**src/irq_flag_bank_map.vh**
```
// register map, field positions and reset values of the interrupt flag bank
`ifndef IRQ_FLAG_BANK_MAP_VH
`define IRQ_FLAG_BANK_MAP_VH

// register byte offsets, one aligned 32-bit word each
`define OFS_FLAGS_GROUP0 8'h00
`define OFS_FLAGS_GROUP1 8'h04
`define OFS_FLAGS_GROUP2 8'h08
`define OFS_EVENT_STATUS 8'h0C
`define OFS_EVENT_MASK 8'h10

// reset values
`define FLAGS_RESET 16'h0000
`define EVSTAT_RESET 3'h0
`define EVMASK_RESET 3'h0
`define RDATA_RESET 32'h00000000

// implemented bit masks, unimplemented positions read zero
`define IMPL_GROUP0 16'h0007
`define IMPL_GROUP1 16'hFFFB
`define IMPL_GROUP2 16'hDFFF

// group 0 positions
`define G0_COMPARE1 2
`define G0_CAPTURE1 1
`define G0_EXT_PIN0 0

// group 1 positions
`define G1_UART_B_TX 15
`define G1_UART_B_RX 14
`define G1_EXT_PIN2 13
`define G1_TIMER_E 12
`define G1_TIMER_D 11
`define G1_COMPARE4 10
`define G1_COMPARE3 9
`define G1_XFER_CH2 8
`define G1_CAPTURE8 7
`define G1_CAPTURE7 6
`define G1_ADC_B 5
`define G1_EXT_PIN1 4
`define G1_PIN_CHANGE 3
`define G1_I2C_A_MASTER 1
`define G1_I2C_A_SLAVE 0

// group 2 positions
`define G2_TIMER_F 15
`define G2_XFER_CH4 14
`define G2_COMPARE8 12
`define G2_COMPARE7 11
`define G2_COMPARE6 10
`define G2_COMPARE5 9
`define G2_CAPTURE6 8
`define G2_CAPTURE5 7
`define G2_CAPTURE4 6
`define G2_CAPTURE3 5
`define G2_XFER_CH3 4
`define G2_CAN_A_EVENT 3
`define G2_CAN_A_RX 2
`define G2_SPI_B_EVENT 1
`define G2_SPI_B_ERROR 0

// event status / mask layout: one bit per flag group
`define EV_GROUP0 0
`define EV_GROUP1 1
`define EV_GROUP2 2

// axi responses
`define RESP_OKAY 2'b00
`define RESP_SLVERR 2'b10

`endif

```
**src/flag_reg16.v**
```verilog
// one 16-bit sticky flag register with software read/write access
`timescale 1ns/10ps
module flag_reg16 #(
	parameter [15:0] IMPL_MASK = 16'hFFFF // implemented positions
) (
	input wire aclk,
	input wire aresetn,
	input wire ce, // freezes the register while low
	input wire [15:0] evt, // peripheral requests, level sampled each edge
	input wire wr_en, // software write this cycle
	input wire [15:0] wr_data,
	input wire [1:0] wr_strb, // byte lanes of the write
	output reg [15:0] flags_q, // current flags
	output wire raised // some flag goes from clear to set by hardware
);
`include "irq_flag_bank_map.vh"

	wire [15:0] lane_mask; // bits covered by the write strobes
	reg [15:0] flags_d;

	assign lane_mask = {{8{wr_strb[1]}}, {8{wr_strb[0]}}};
	assign raised = |(evt & ~flags_q & IMPL_MASK);

	// next flag value: software write first, then events or'ed on top
	always @* begin
		flags_d = flags_q;
		if (wr_en) begin
			flags_d = (flags_q & ~lane_mask) | (wr_data & lane_mask);
		end
		// an event in the clearing cycle still sets the flag
		flags_d = (flags_d | evt) & IMPL_MASK;
	end

	// flags hold until software writes them to zero
	always @(posedge aclk) begin
		if (!aresetn) begin
			flags_q <= `FLAGS_RESET;
		end else if (ce) begin
			flags_q <= flags_d;
		end
	end
endmodule

```
**src/irq_flag_bank.v**
```verilog
// interrupt flag status bank: three flag groups behind an axi4-lite slave
//
// Function
// group0 bit2 compare1, bit1 capture1, bit0 pin0
// group1 high byte: uart, pin2, timers, compares, dma
// group1 low byte: captures, adc, pin1, change, i2c
// group1 bit 2 always reads zero
// group2 high byte mapping; bit 13 reads zero
// group2 low byte: captures, dma3, can, spi
// flag reads one once its request occurred
// flags read/write, reset zero; unimplemented ignore writes
// flag sticky until written zero; event wins
`timescale 1ns/10ps
module irq_flag_bank (
	input wire aclk,
	input wire aresetn, // synchronous, active low
	input wire ce, // clock enable, freezes all state when low
	// axi4-lite write address channel
	input wire [7:0] s_axi_awaddr,
	input wire [2:0] s_axi_awprot,
	input wire s_axi_awvalid,
	output wire s_axi_awready,
	// axi4-lite write data channel
	input wire [31:0] s_axi_wdata,
	input wire [3:0] s_axi_wstrb,
	input wire s_axi_wvalid,
	output wire s_axi_wready,
	// axi4-lite write response channel
	output reg [1:0] s_axi_bresp,
	output reg s_axi_bvalid,
	input wire s_axi_bready,
	// axi4-lite read address channel
	input wire [7:0] s_axi_araddr,
	input wire [2:0] s_axi_arprot,
	input wire s_axi_arvalid,
	output wire s_axi_arready,
	// axi4-lite read data channel
	output reg [31:0] s_axi_rdata,
	output reg [1:0] s_axi_rresp,
	output reg s_axi_rvalid,
	input wire s_axi_rready,
	// group 0 request sources
	input wire compare1_req,
	input wire capture1_req,
	input wire ext_pin0_req,
	// group 1 request sources
	input wire uart_b_tx_req,
	input wire uart_b_rx_req,
	input wire ext_pin2_req,
	input wire timer_e_req,
	input wire timer_d_req,
	input wire compare4_req,
	input wire compare3_req,
	input wire xfer_ch2_done,
	input wire capture8_req,
	input wire capture7_req,
	input wire adc_b_done,
	input wire ext_pin1_req,
	input wire pin_change_req,
	input wire i2c_a_master_req,
	input wire i2c_a_slave_req,
	// group 2 request sources
	input wire timer_f_req,
	input wire xfer_ch4_done,
	input wire compare8_req,
	input wire compare7_req,
	input wire compare6_req,
	input wire compare5_req,
	input wire capture6_req,
	input wire capture5_req,
	input wire capture4_req,
	input wire capture3_req,
	input wire xfer_ch3_done,
	input wire can_a_event,
	input wire can_a_rx_ready,
	input wire spi_b_event,
	input wire spi_b_error,
	// flag views for the cpu-side interrupt logic
	output wire [15:0] irq_flags_group0,
	output wire [15:0] irq_flags_group1,
	output wire [15:0] irq_flags_group2,
	// one level interrupt, high while an unmasked event bit is set
	output wire irq
);
`include "irq_flag_bank_map.vh"

////////////////////////////////////////////////////////////////////////////////
// event vectors

	reg [15:0] evt0; // group 0 requests at their positions
	reg [15:0] evt1; // group 1 requests
	reg [15:0] evt2; // group 2 requests

	// place group 0 sources, other bits stay zero
	always @* begin
		evt0 = `FLAGS_RESET;
		evt0[`G0_COMPARE1] = compare1_req;
		evt0[`G0_CAPTURE1] = capture1_req;
		evt0[`G0_EXT_PIN0] = ext_pin0_req;
	end

	// place group 1 sources; position 2 has no source
	always @* begin
		evt1 = `FLAGS_RESET;
		evt1[`G1_UART_B_TX] = uart_b_tx_req;
		evt1[`G1_UART_B_RX] = uart_b_rx_req;
		evt1[`G1_EXT_PIN2] = ext_pin2_req;
		evt1[`G1_TIMER_E] = timer_e_req;
		evt1[`G1_TIMER_D] = timer_d_req;
		evt1[`G1_COMPARE4] = compare4_req;
		evt1[`G1_COMPARE3] = compare3_req;
		evt1[`G1_XFER_CH2] = xfer_ch2_done;
		evt1[`G1_CAPTURE8] = capture8_req;
		evt1[`G1_CAPTURE7] = capture7_req;
		evt1[`G1_ADC_B] = adc_b_done;
		evt1[`G1_EXT_PIN1] = ext_pin1_req;
		evt1[`G1_PIN_CHANGE] = pin_change_req;
		evt1[`G1_I2C_A_MASTER] = i2c_a_master_req;
		evt1[`G1_I2C_A_SLAVE] = i2c_a_slave_req;
	end

	// place group 2 sources; position 13 has no source
	always @* begin
		evt2 = `FLAGS_RESET;
		evt2[`G2_TIMER_F] = timer_f_req;
		evt2[`G2_XFER_CH4] = xfer_ch4_done;
		evt2[`G2_COMPARE8] = compare8_req;
		evt2[`G2_COMPARE7] = compare7_req;
		evt2[`G2_COMPARE6] = compare6_req;
		evt2[`G2_COMPARE5] = compare5_req;
		evt2[`G2_CAPTURE6] = capture6_req;
		evt2[`G2_CAPTURE5] = capture5_req;
		evt2[`G2_CAPTURE4] = capture4_req;
		evt2[`G2_CAPTURE3] = capture3_req;
		evt2[`G2_XFER_CH3] = xfer_ch3_done;
		evt2[`G2_CAN_A_EVENT] = can_a_event;
		evt2[`G2_CAN_A_RX] = can_a_rx_ready;
		evt2[`G2_SPI_B_EVENT] = spi_b_event;
		evt2[`G2_SPI_B_ERROR] = spi_b_error;
	end

////////////////////////////////////////////////////////////////////////////////
// axi write path

	reg aw_full_q; // write address held, waiting for data
	reg [7:0] aw_addr_q; // held write address
	reg w_full_q; // write data held, waiting for address
	reg [31:0] w_data_q; // held write data
	reg [3:0] w_strb_q; // held write strobes
	wire aw_fire; // address taken this edge
	wire w_fire; // data taken this edge
	wire wr_go; // both halves present, perform the write
	wire wr_mapped; // held address hits a register

	// no new halves while a response is pending: one write at a time
	assign s_axi_awready = ce & ~aw_full_q & ~s_axi_bvalid;
	assign s_axi_wready = ce & ~w_full_q & ~s_axi_bvalid;
	assign aw_fire = s_axi_awvalid & s_axi_awready;
	assign w_fire = s_axi_wvalid & s_axi_wready;
	assign wr_go = ce & aw_full_q & w_full_q;
	assign wr_mapped = (aw_addr_q == `OFS_FLAGS_GROUP0) |
		(aw_addr_q == `OFS_FLAGS_GROUP1) |
		(aw_addr_q == `OFS_FLAGS_GROUP2) |
		(aw_addr_q == `OFS_EVENT_STATUS) |
		(aw_addr_q == `OFS_EVENT_MASK);

	// capture address and data in either order, then respond
	always @(posedge aclk) begin
		if (!aresetn) begin
			aw_full_q <= 1'b0;
			aw_addr_q <= `OFS_FLAGS_GROUP0;
			w_full_q <= 1'b0;
			w_data_q <= `RDATA_RESET;
			w_strb_q <= 4'h0;
			s_axi_bvalid <= 1'b0;
			s_axi_bresp <= `RESP_OKAY;
		end else if (ce) begin
			if (aw_fire) begin
				aw_full_q <= 1'b1;
				aw_addr_q <= {s_axi_awaddr[7:2], 2'b00}; // low bits ignored
			end
			if (w_fire) begin
				w_full_q <= 1'b1;
				w_data_q <= s_axi_wdata;
				w_strb_q <= s_axi_wstrb;
			end
			if (wr_go) begin
				// the register update happens in this same edge
				aw_full_q <= 1'b0;
				w_full_q <= 1'b0;
				s_axi_bvalid <= 1'b1;
				s_axi_bresp <= wr_mapped ? `RESP_OKAY : `RESP_SLVERR;
			end else if (s_axi_bvalid & s_axi_bready) begin
				s_axi_bvalid <= 1'b0;
			end
		end
	end

	// per-register write enables
	wire wr_grp0 = wr_go & (aw_addr_q == `OFS_FLAGS_GROUP0);
	wire wr_grp1 = wr_go & (aw_addr_q == `OFS_FLAGS_GROUP1);
	wire wr_grp2 = wr_go & (aw_addr_q == `OFS_FLAGS_GROUP2);
	wire wr_mask = wr_go & (aw_addr_q == `OFS_EVENT_MASK);

////////////////////////////////////////////////////////////////////////////////
// flag groups

	wire [15:0] flags0; // group 0 flags
	wire [15:0] flags1; // group 1 flags
	wire [15:0] flags2; // group 2 flags
	wire raised0; // a group 0 flag newly set by hardware
	wire raised1;
	wire raised2;

	// group 0: only the low three positions exist in this block
	flag_reg16 #(
		.IMPL_MASK(`IMPL_GROUP0)
	) u_group0 (
		.aclk(aclk),
		.aresetn(aresetn),
		.ce(ce),
		.evt(evt0),
		.wr_en(wr_grp0),
		.wr_data(w_data_q[15:0]),
		.wr_strb(w_strb_q[1:0]),
		.flags_q(flags0),
		.raised(raised0)
	);

	// group 1: position 2 unimplemented
	flag_reg16 #(
		.IMPL_MASK(`IMPL_GROUP1)
	) u_group1 (
		.aclk(aclk),
		.aresetn(aresetn),
		.ce(ce),
		.evt(evt1),
		.wr_en(wr_grp1),
		.wr_data(w_data_q[15:0]),
		.wr_strb(w_strb_q[1:0]),
		.flags_q(flags1),
		.raised(raised1)
	);

	// group 2: position 13 unimplemented
	flag_reg16 #(
		.IMPL_MASK(`IMPL_GROUP2)
	) u_group2 (
		.aclk(aclk),
		.aresetn(aresetn),
		.ce(ce),
		.evt(evt2),
		.wr_en(wr_grp2),
		.wr_data(w_data_q[15:0]),
		.wr_strb(w_strb_q[1:0]),
		.flags_q(flags2),
		.raised(raised2)
	);

	// cpu-side interrupt logic samples the flags directly
	assign irq_flags_group0 = flags0;
	assign irq_flags_group1 = flags1;
	assign irq_flags_group2 = flags2;

////////////////////////////////////////////////////////////////////////////////
// axi read path

	wire ar_fire; // read address taken this edge
	wire [7:0] rd_addr; // word-aligned read address
	reg [31:0] rd_mux; // data selected for the read
	reg rd_hit; // read address is mapped

	// one read at a time: no new address until rdata is taken
	assign s_axi_arready = ce & ~s_axi_rvalid;
	assign ar_fire = s_axi_arvalid & s_axi_arready;
	assign rd_addr = {s_axi_araddr[7:2], 2'b00};

	// event status and mask registers declared ahead of the mux
	reg [2:0] ev_status_q; // sticky group events, cleared by read
	reg [2:0] ev_mask_q; // one enables the event onto irq
	wire [2:0] ev_raise; // events of this cycle

	// read data select; upper bits of every word read zero
	always @* begin
		rd_mux = `RDATA_RESET;
		rd_hit = 1'b1;
		case (rd_addr)
			`OFS_FLAGS_GROUP0: begin
				rd_mux[15:0] = flags0;
			end
			`OFS_FLAGS_GROUP1: begin
				rd_mux[15:0] = flags1;
			end
			`OFS_FLAGS_GROUP2: begin
				rd_mux[15:0] = flags2;
			end
			`OFS_EVENT_STATUS: begin
				rd_mux[2:0] = ev_status_q;
			end
			`OFS_EVENT_MASK: begin
				rd_mux[2:0] = ev_mask_q;
			end
			default: begin
				rd_hit = 1'b0; // unmapped: zero data, error response
			end
		endcase
	end

	// read data comes from flip-flops, one cycle after the address
	always @(posedge aclk) begin
		if (!aresetn) begin
			s_axi_rvalid <= 1'b0;
			s_axi_rdata <= `RDATA_RESET;
			s_axi_rresp <= `RESP_OKAY;
		end else if (ce) begin
			if (ar_fire) begin
				s_axi_rvalid <= 1'b1;
				s_axi_rdata <= rd_mux;
				s_axi_rresp <= rd_hit ? `RESP_OKAY : `RESP_SLVERR;
			end else if (s_axi_rvalid & s_axi_rready) begin
				s_axi_rvalid <= 1'b0;
			end
		end
	end

////////////////////////////////////////////////////////////////////////////////
// event status, mask and interrupt

	wire rd_status; // status register read taken this edge

	assign rd_status = ar_fire & (rd_addr == `OFS_EVENT_STATUS);
	assign ev_raise[`EV_GROUP0] = raised0;
	assign ev_raise[`EV_GROUP1] = raised1;
	assign ev_raise[`EV_GROUP2] = raised2;

	// read clears the status; an event in the same cycle still sets it
	always @(posedge aclk) begin
		if (!aresetn) begin
			ev_status_q <= `EVSTAT_RESET;
			ev_mask_q <= `EVMASK_RESET;
		end else if (ce) begin
			if (rd_status) begin
				ev_status_q <= ev_raise; // set beats the read clear
			end else begin
				ev_status_q <= ev_status_q | ev_raise;
			end
			if (wr_mask & w_strb_q[0]) begin
				ev_mask_q <= w_data_q[2:0];
			end
		end
	end

	// level interrupt while any unmasked status bit is set
	assign irq = |(ev_status_q & ev_mask_q);

	// protection bits are accepted but play no part in this block
	wire unused_prot = ^{s_axi_awprot, s_axi_arprot, w_strb_q[3:2], w_data_q[31:16]};
endmodule

```
**config.mk**
```make
export PLATFORM = sky130hd
export DESIGN_NAME = irq_flag_bank
export DESIGN_NICKNAME = d
export VERILOG_FILES = /design/src/flag_reg16.v /design/src/irq_flag_bank.v
export VERILOG_INCLUDE_DIRS = /design/src /design/src/src
export SDC_FILE = /design/constraint.sdc
export NUM_CORES = 1
export LEC_CHECK = 0
export ABC_AREA = 0
export BUFFER_PORTS_ARGS = -buffer_cell sky130_fd_sc_hd__buf_2
export CORE_UTILIZATION = 48
export CTS_BUF_LIST = sky130_fd_sc_hd__clkbuf_4
export DETAILED_ROUTE_END_ITERATION = 10
export GPL_TIMING_DRIVEN = 0
export HOLD_SLACK_MARGIN = 0.15
export PLACE_DENSITY_LB_ADDON = 0.15
export SLEW_MARGIN = 20
export SYNTH_ARGS = -nofsm -noshare
export SYNTH_HDL_FRONTEND = slang
export SYNTH_SLANG_ARGS = --single-unit
```
**constraint.sdc**
```tcl
create_clock -name aclk -period 1.7 [get_ports aclk]
set_input_delay 0.34 -clock aclk [delete_from_list [all_inputs] [get_ports aclk]]
set_output_delay 0.34 -clock aclk [all_outputs]
set_load 0.03 [all_outputs]
```
# Word level (Yosys, flattened, before mapping)

Index checks and enable logic that the tools add are counted.

Register bits: 87
Word-level logic and storage cells: 105

Equality and inequality tests: 8
Multiplexer cells: 17
Bitwise gates (word level): 45
Reduce and logical (&&, ||, !) cells: 20

Operators by type and width:

| kind               | number |
|---|---|
| $and 16x16->16     | 5 |
| $or 16x16->16      | 4 |
| $not 16->16        | 3 |
| $mux 16            | 2 |
| $reduce_or 15->1   | 2 |
| $pmux 13 s2        | 1 |
| $eq 6x2->1 const B | 4 |
| $and 1x1->1        | 18 |
| $reduce_and 2->1   | 9 |
| $logic_not 8->1    | 2 |
| $pmux 3 s5         | 1 |
| $eq 6x1->1 const B | 2 |
| $eq 6x3->1 const B | 2 |
| $and 3x3->3        | 3 |
| $mux 1             | 9 |
| $or 3x3->3         | 3 |
| $reduce_bool 2->1  | 4 |
| $mux 3             | 2 |
| $reduce_or 3->1    | 2 |
| $reduce_or 5->1    | 1 |
| $mux 2             | 2 |
| $not 1->1          | 4 |
| $or 1x1->1         | 4 |
| $not 3->3          | 1 |

# Logic depth before layout (Yosys ltp)

Depth in word-level cells: 6
Gate-level depth with buffers: 8
Mapped depth without buffers: 5

# Cells and area by module

Synthesis repeated with hierarchy kept, for this count alone.

Cell total of the unflattened synthesis: 492
Area total of the unflattened synthesis: 4360.4 um^2

By module, submodules not included:

| module                     | instances | cells each | area each (um^2) |
|---|---|---|---|
| irq_flag_bank              | 1         | 267        | 2561.2 |
| flag_reg16 at u_group1 ... | 2         | 95         | 770.7 |
| flag_reg16 at u_group0     | 1         | 35         | 257.7 |

# Least setup slack after synthesis

No wires, ideal clock.

Path kind: reg2reg
From: register s_axi_bvalid
To: register w_data_q[11]
Setup time: 132 ps
Arrival: 1709 ps
Setup slack: -141 ps
Stages on the path, launching flop included: 7
Buffers on the path: 1
Path through: dfxtp_1 > nand2b_1 > nor2_1 > nand2_1 > clkbuf_1 > nand2_1 > a21oi_1

Word-level cells in the longest chain between the ends: 4

Ends and longest elaborated chain:

| what                       | line                | source |
|---|---|---|
| start, declared            | irq_flag_bank.v:30  | `output reg s_axi_bvalid,` |
| start signal, assigned     | irq_flag_bank.v:175 | `s_axi_bvalid <= 1'b0;` |
| start signal, assigned     | irq_flag_bank.v:191 | `s_axi_bvalid <= 1'b1;` |
| start signal, assigned     | irq_flag_bank.v:194 | `s_axi_bvalid <= 1'b0;` |
| $not 1->1                  | irq_flag_bank.v:157 | `assign s_axi_wready = ce & ~w_full_q & ~s_axi_bvalid;` |
| $and 1x1->1                | irq_flag_bank.v:157 |  |
| net s_axi_wready           | irq_flag_bank.v:27  | `output wire s_axi_wready,` |
| $and 1x1->1                | irq_flag_bank.v:159 | `assign w_fire = s_axi_wvalid & s_axi_wready;` |
| $reduce_and 2->1 (no line) | n/a                 |  |
| end signal, assigned       | irq_flag_bank.v:173 | `` w_data_q <= `RDATA_RESET; `` |
| end signal, assigned       | irq_flag_bank.v:184 | `w_data_q <= s_axi_wdata;` |
| end, declared              | irq_flag_bank.v:148 | `reg [31:0] w_data_q;` |

The timed path passes the listed nets, and every way through them passes these cells.
A chain may end at the register's enable or synchronous reset.

# Worst setup path in the final report

From: register ev_mask_q[2]
To: output port irq

Word-level cells in the longest chain between the ends: 2

Ends and longest elaborated chain:

| what                   | line                | source |
|---|---|---|
| start, declared        | irq_flag_bank.v:280 | `reg [2:0] ev_mask_q;` |
| start signal, assigned | irq_flag_bank.v:340 | `` ev_mask_q <= `EVMASK_RESET; `` |
| start signal, assigned | irq_flag_bank.v:348 | `ev_mask_q <= w_data_q[2:0];` |
| $and 3x3->3            | irq_flag_bank.v:354 | `assign irq = \|(ev_status_q & ev_mask_q);` |
| $reduce_or 3->1        | irq_flag_bank.v:354 |  |
| end, declared          | irq_flag_bank.v:83  | `output wire irq` |

Every way passes these cells.

==> results.cfg <==
[sta]
slew_viol_final = 0
finalCritPeriodShare_pct = 100.2
layout_setup_ws_ns = -0.003341
slew_headroom_pct = 49.81
setup_viol = 1
period_minus_slack_ns = 1.703
finalHoldViolations = 0
rsz0062_at_grt = true
worst_pin_slew_ns = 0.7529
timing.fmax_ghz = 0.5871
final.setup_skew_ns = 0.01201

[place]
port_buffers = 126
dpl_cell_area_um2 = 4962
hpwl_um = 9751
placed_cells = 787
place_congestion = 0.8621
post-place-ws_ns = -0.1906

[detailed_routing]
route.detailed.drc = 0
vias = 4512
ant_nets = 0
routed_wl_um = 13250
drt-pass1-iter-count = 6
vias_per_cell = 5.391
drtIter0Drc = 277
wl_per_cell_um = 15.83

[cts]
path_clk_slew_ns = 0.14
cts_buffers = 9
root_buffer = clkbuf_4
cts_max_level = 3
insertion_delay_ns = 0.44
cts_tree = built
cts_buffer_depth = 2
clock_sinks = 85

[floorplan]
core_um2 = 8217
start_util_pct = 49.60
rows = 33
fp.dieW_um = 94.14
die_area_um2 = 8862
die_h_um = 94.14
ios = 189

[grt]
grt_max_degree = 14
grt_pass1_wl_um = 20380
grt_util_all_layers_pct = 30.26
grt_pass1_vias = 4064
grt_antenna_before_repair = 0
overflow = 0

[finish]
final_nets = 826
fin_cells = 837
fill_cells = 741
drive_above_1_share_pct = 32.38
design_area_um2 = 5610
area_growth_pct = 37.67
diodes = 0

[worst_setup_path]
critPathKind = reg -> out
required_ns = 1.36
cp_max_fo = 2
end_kind = output port
start_kind = register
arrival_ns = 1.36

[yosys]
synthDistinctLibCells = 40
yosys_warnings = 0
synth_edf_count = 0
syn_avg_cell_area_um2 = 7.777
ys_ff_latch = 85
syn_inst = 524
syn-cell-area_um2 = 4075
synth_ff_type = dfxtp_1
ys_seq_area_share_pct = 41.76
async_reset_ff_share_pct = 0

[power_and_ir_drop]
p_switching_mw = 1.427
power.share.switching_pct = 34.08
pwr-share-clk_pct = 23.9
ir_worst_vdd_v = 0.0003929
p_int_mw = 2.760
powerDensity_nw_per_um2 = 746.3
comb_power_share_pct = 22.6
seq_power_share_pct = 53.5
total_power_mw = 4.187
p_leak_nw = 2.664

[outcome]
status = complete, but fails checks
violations = setup timing

[hold_path]
hold_path_class = in -> reg

[run]
cap_violations = 0
==> worst paths after layout <==
kind | start | endpoint | slack (ns) | cells past startpoint
setup reg to reg | aw_addr_q[5] | u_group0.flags_q[2] | 0.06 | 5
hold / removal | s_axi_rready | s_axi_rvalid | 0.17 | 4
hold reg to reg | w_strb_q[1] | w_strb_q[1] | 0.47 | 2
setup / recovery | ev_mask_q[2] | irq | -0.003 | 3
==> layout make-up <==
| type | count | area, um2 | area share [%] |
|---|---|---|---|
| Multi-Input combinational cell | 375 | 2125 | 37.87 |
| Sequential cell | 85 | 1729 | 30.82 |
| Timing Repair Buffer | 162 | 994.7 | 17.73 |
| Buffer | 61 | 401.6 | 7.159 |
| Tap cell | 105 | 131.4 | 2.342 |
| Inverter | 33 | 123.9 | 2.208 |
| Clock buffer | 10 | 75.07 | 1.338 |
| Clock inverter | 6 | 30.03 | 0.5352 |
==> registers in the layout, indices dropped and copies added (netlist names) <==
name,cells
s_axi_rdata,16
w_data_q,16
u_group1.flags_q,15
u_group2.flags_q,15
aw_addr_q,6
ev_mask_q,3
ev_status_q,3
u_group0.flags_q,3
w_strb_q,2
aw_full_q,1
s_axi_bresp,1
s_axi_bvalid,1
s_axi_rresp,1
s_axi_rvalid,1
w_full_q,1
==> cell families after synthesis <==
kind of cell / count (synthesis) / share of synthesized area [%]
other: 1 / 0.09202
AOI/OAI and AO/OA: 121 / 18.11
DFF: 85 / 41.76
and+or+nand+nor: 205 / 23.46
muxes: 16 / 3.930
buffers and inverters: 96 / 12.65
==> cells in the mapped netlist (15+ instances only) <==
library cell,number,area [um2]
nor2_1,36,135.1
a21oi_1,30,150.1
nor3_1,33,165.2
buf_4,36,270.3
inv_1,32,120.1
a221oi_1,16,140.1
dfxtp_1,85,1702
o21ai_0,36,180.2
nand3_1,19,95.09
nand2_1,85,319.1
clkbuf_1,15,56.30
mux2i_1,16,160.2
==> worst max-delay path, stage by stage, from the launching register on <==
cell and delay (ns):
dfxtp_2 0.35, a222oi_1 0.34, inv_1 0.09, buf_6 0.15
==> per-layer routing <==
| layer | wire, um | track usage (%) | vias to the layer above |
|---|---|---|---|
| li1 | - | - | 2162 |
| met1 | 5561 | 39.45 | 2099 |
| met2 | 6360 | 50.60 | 227 |
| met3 | 1083 | 5.259 | 24 |
| met4 | 246 | 9.103 | 0 |
| met5 | 0 | 0 | - |
==> cell usage in the layout (no fill, tap or decap), types with 2 or more instances in the layout <==
| cell | netlist | final |
|---|---|---|
| a211oi_1 | 7 | 6 |
| a21oi_1 | 30 | 30 |
| a221oi_1 | 16 | 16 |
| a31oi_1 | 14 | 14 |
| and2_1 | 5 | 5 |
| and2b_1 | 2 | 2 |
| and3_1 | 3 | 3 |
| buf_2 | 9 | 129 |
| buf_4 | 36 | 46 |
| buf_6 | 1 | 3 |
| clkbuf_1 | 15 | 14 |
| clkbuf_4 | 0 | 10 |
| clkinv_1 | 0 | 2 |
| clkinv_2 | 0 | 3 |
| conb_1 | 1 | 33 |
| dfxtp_1 | 85 | 71 |
| dfxtp_2 | 0 | 10 |
| dfxtp_4 | 0 | 4 |
| dlygate4sd3_1 | 0 | 27 |
| inv_1 | 32 | 32 |
| mux2i_1 | 16 | 16 |
| nand2_1 | 85 | 85 |
| nand2b_1 | 4 | 4 |
| nand3_1 | 19 | 12 |
| nand3_2 | 1 | 6 |
| nand3_4 | 0 | 2 |
| nand4_1 | 2 | 2 |
| nor2_1 | 36 | 34 |
| nor2_2 | 1 | 3 |
| nor2b_1 | 5 | 4 |
| nor3_1 | 33 | 25 |
| nor3_2 | 0 | 8 |
| nor4_4 | 1 | 3 |
| o21ai_0 | 36 | 36 |
| o221ai_1 | 3 | 3 |
| o22ai_1 | 12 | 12 |
| or4_1 | 2 | 2 |
==> metrics by stage <==
stage / hold slack, ns / TNS, ns / utilization (%)
6_report: 0.1654 / -0.003341 / 68.28
5_1_grt: 0.1613 / -0.2999 / 68.28
4_1_cts: 0.1535 / -0.04573 / 65.83
3_5_place_dp: 0.4539 / -4.244 / 60.39
3_3_place_gp: 0.4472 / -3.953 / 60.39
2_1_floorplan: 0.4318 / 0 / -
==> power groups by stage <==
stage                     sequential, mW  combinational, mW  clock, mW
final                               2.24              0.946       1.00
after CTS                           2.23              0.916       1.00
after detailed placement            2.27              0.859          0
after global placement              2.27              0.846          0
after floorplan                     2.38              0.447          0
after global routing                2.25               1.02       1.09
==> repair_timing <==
item                                    in CTS  in global routing
endpoints found under the setup margin      25                 44
cloned                                       0                  1
pin swaps                                    4                 15
endpoints found under the hold margin       26                  1
resized for setup                           14                 41
hold buffers                                26                  1
buffers inserted                             4                  4
No activity file was read; power rests on OpenSTA's default activity.
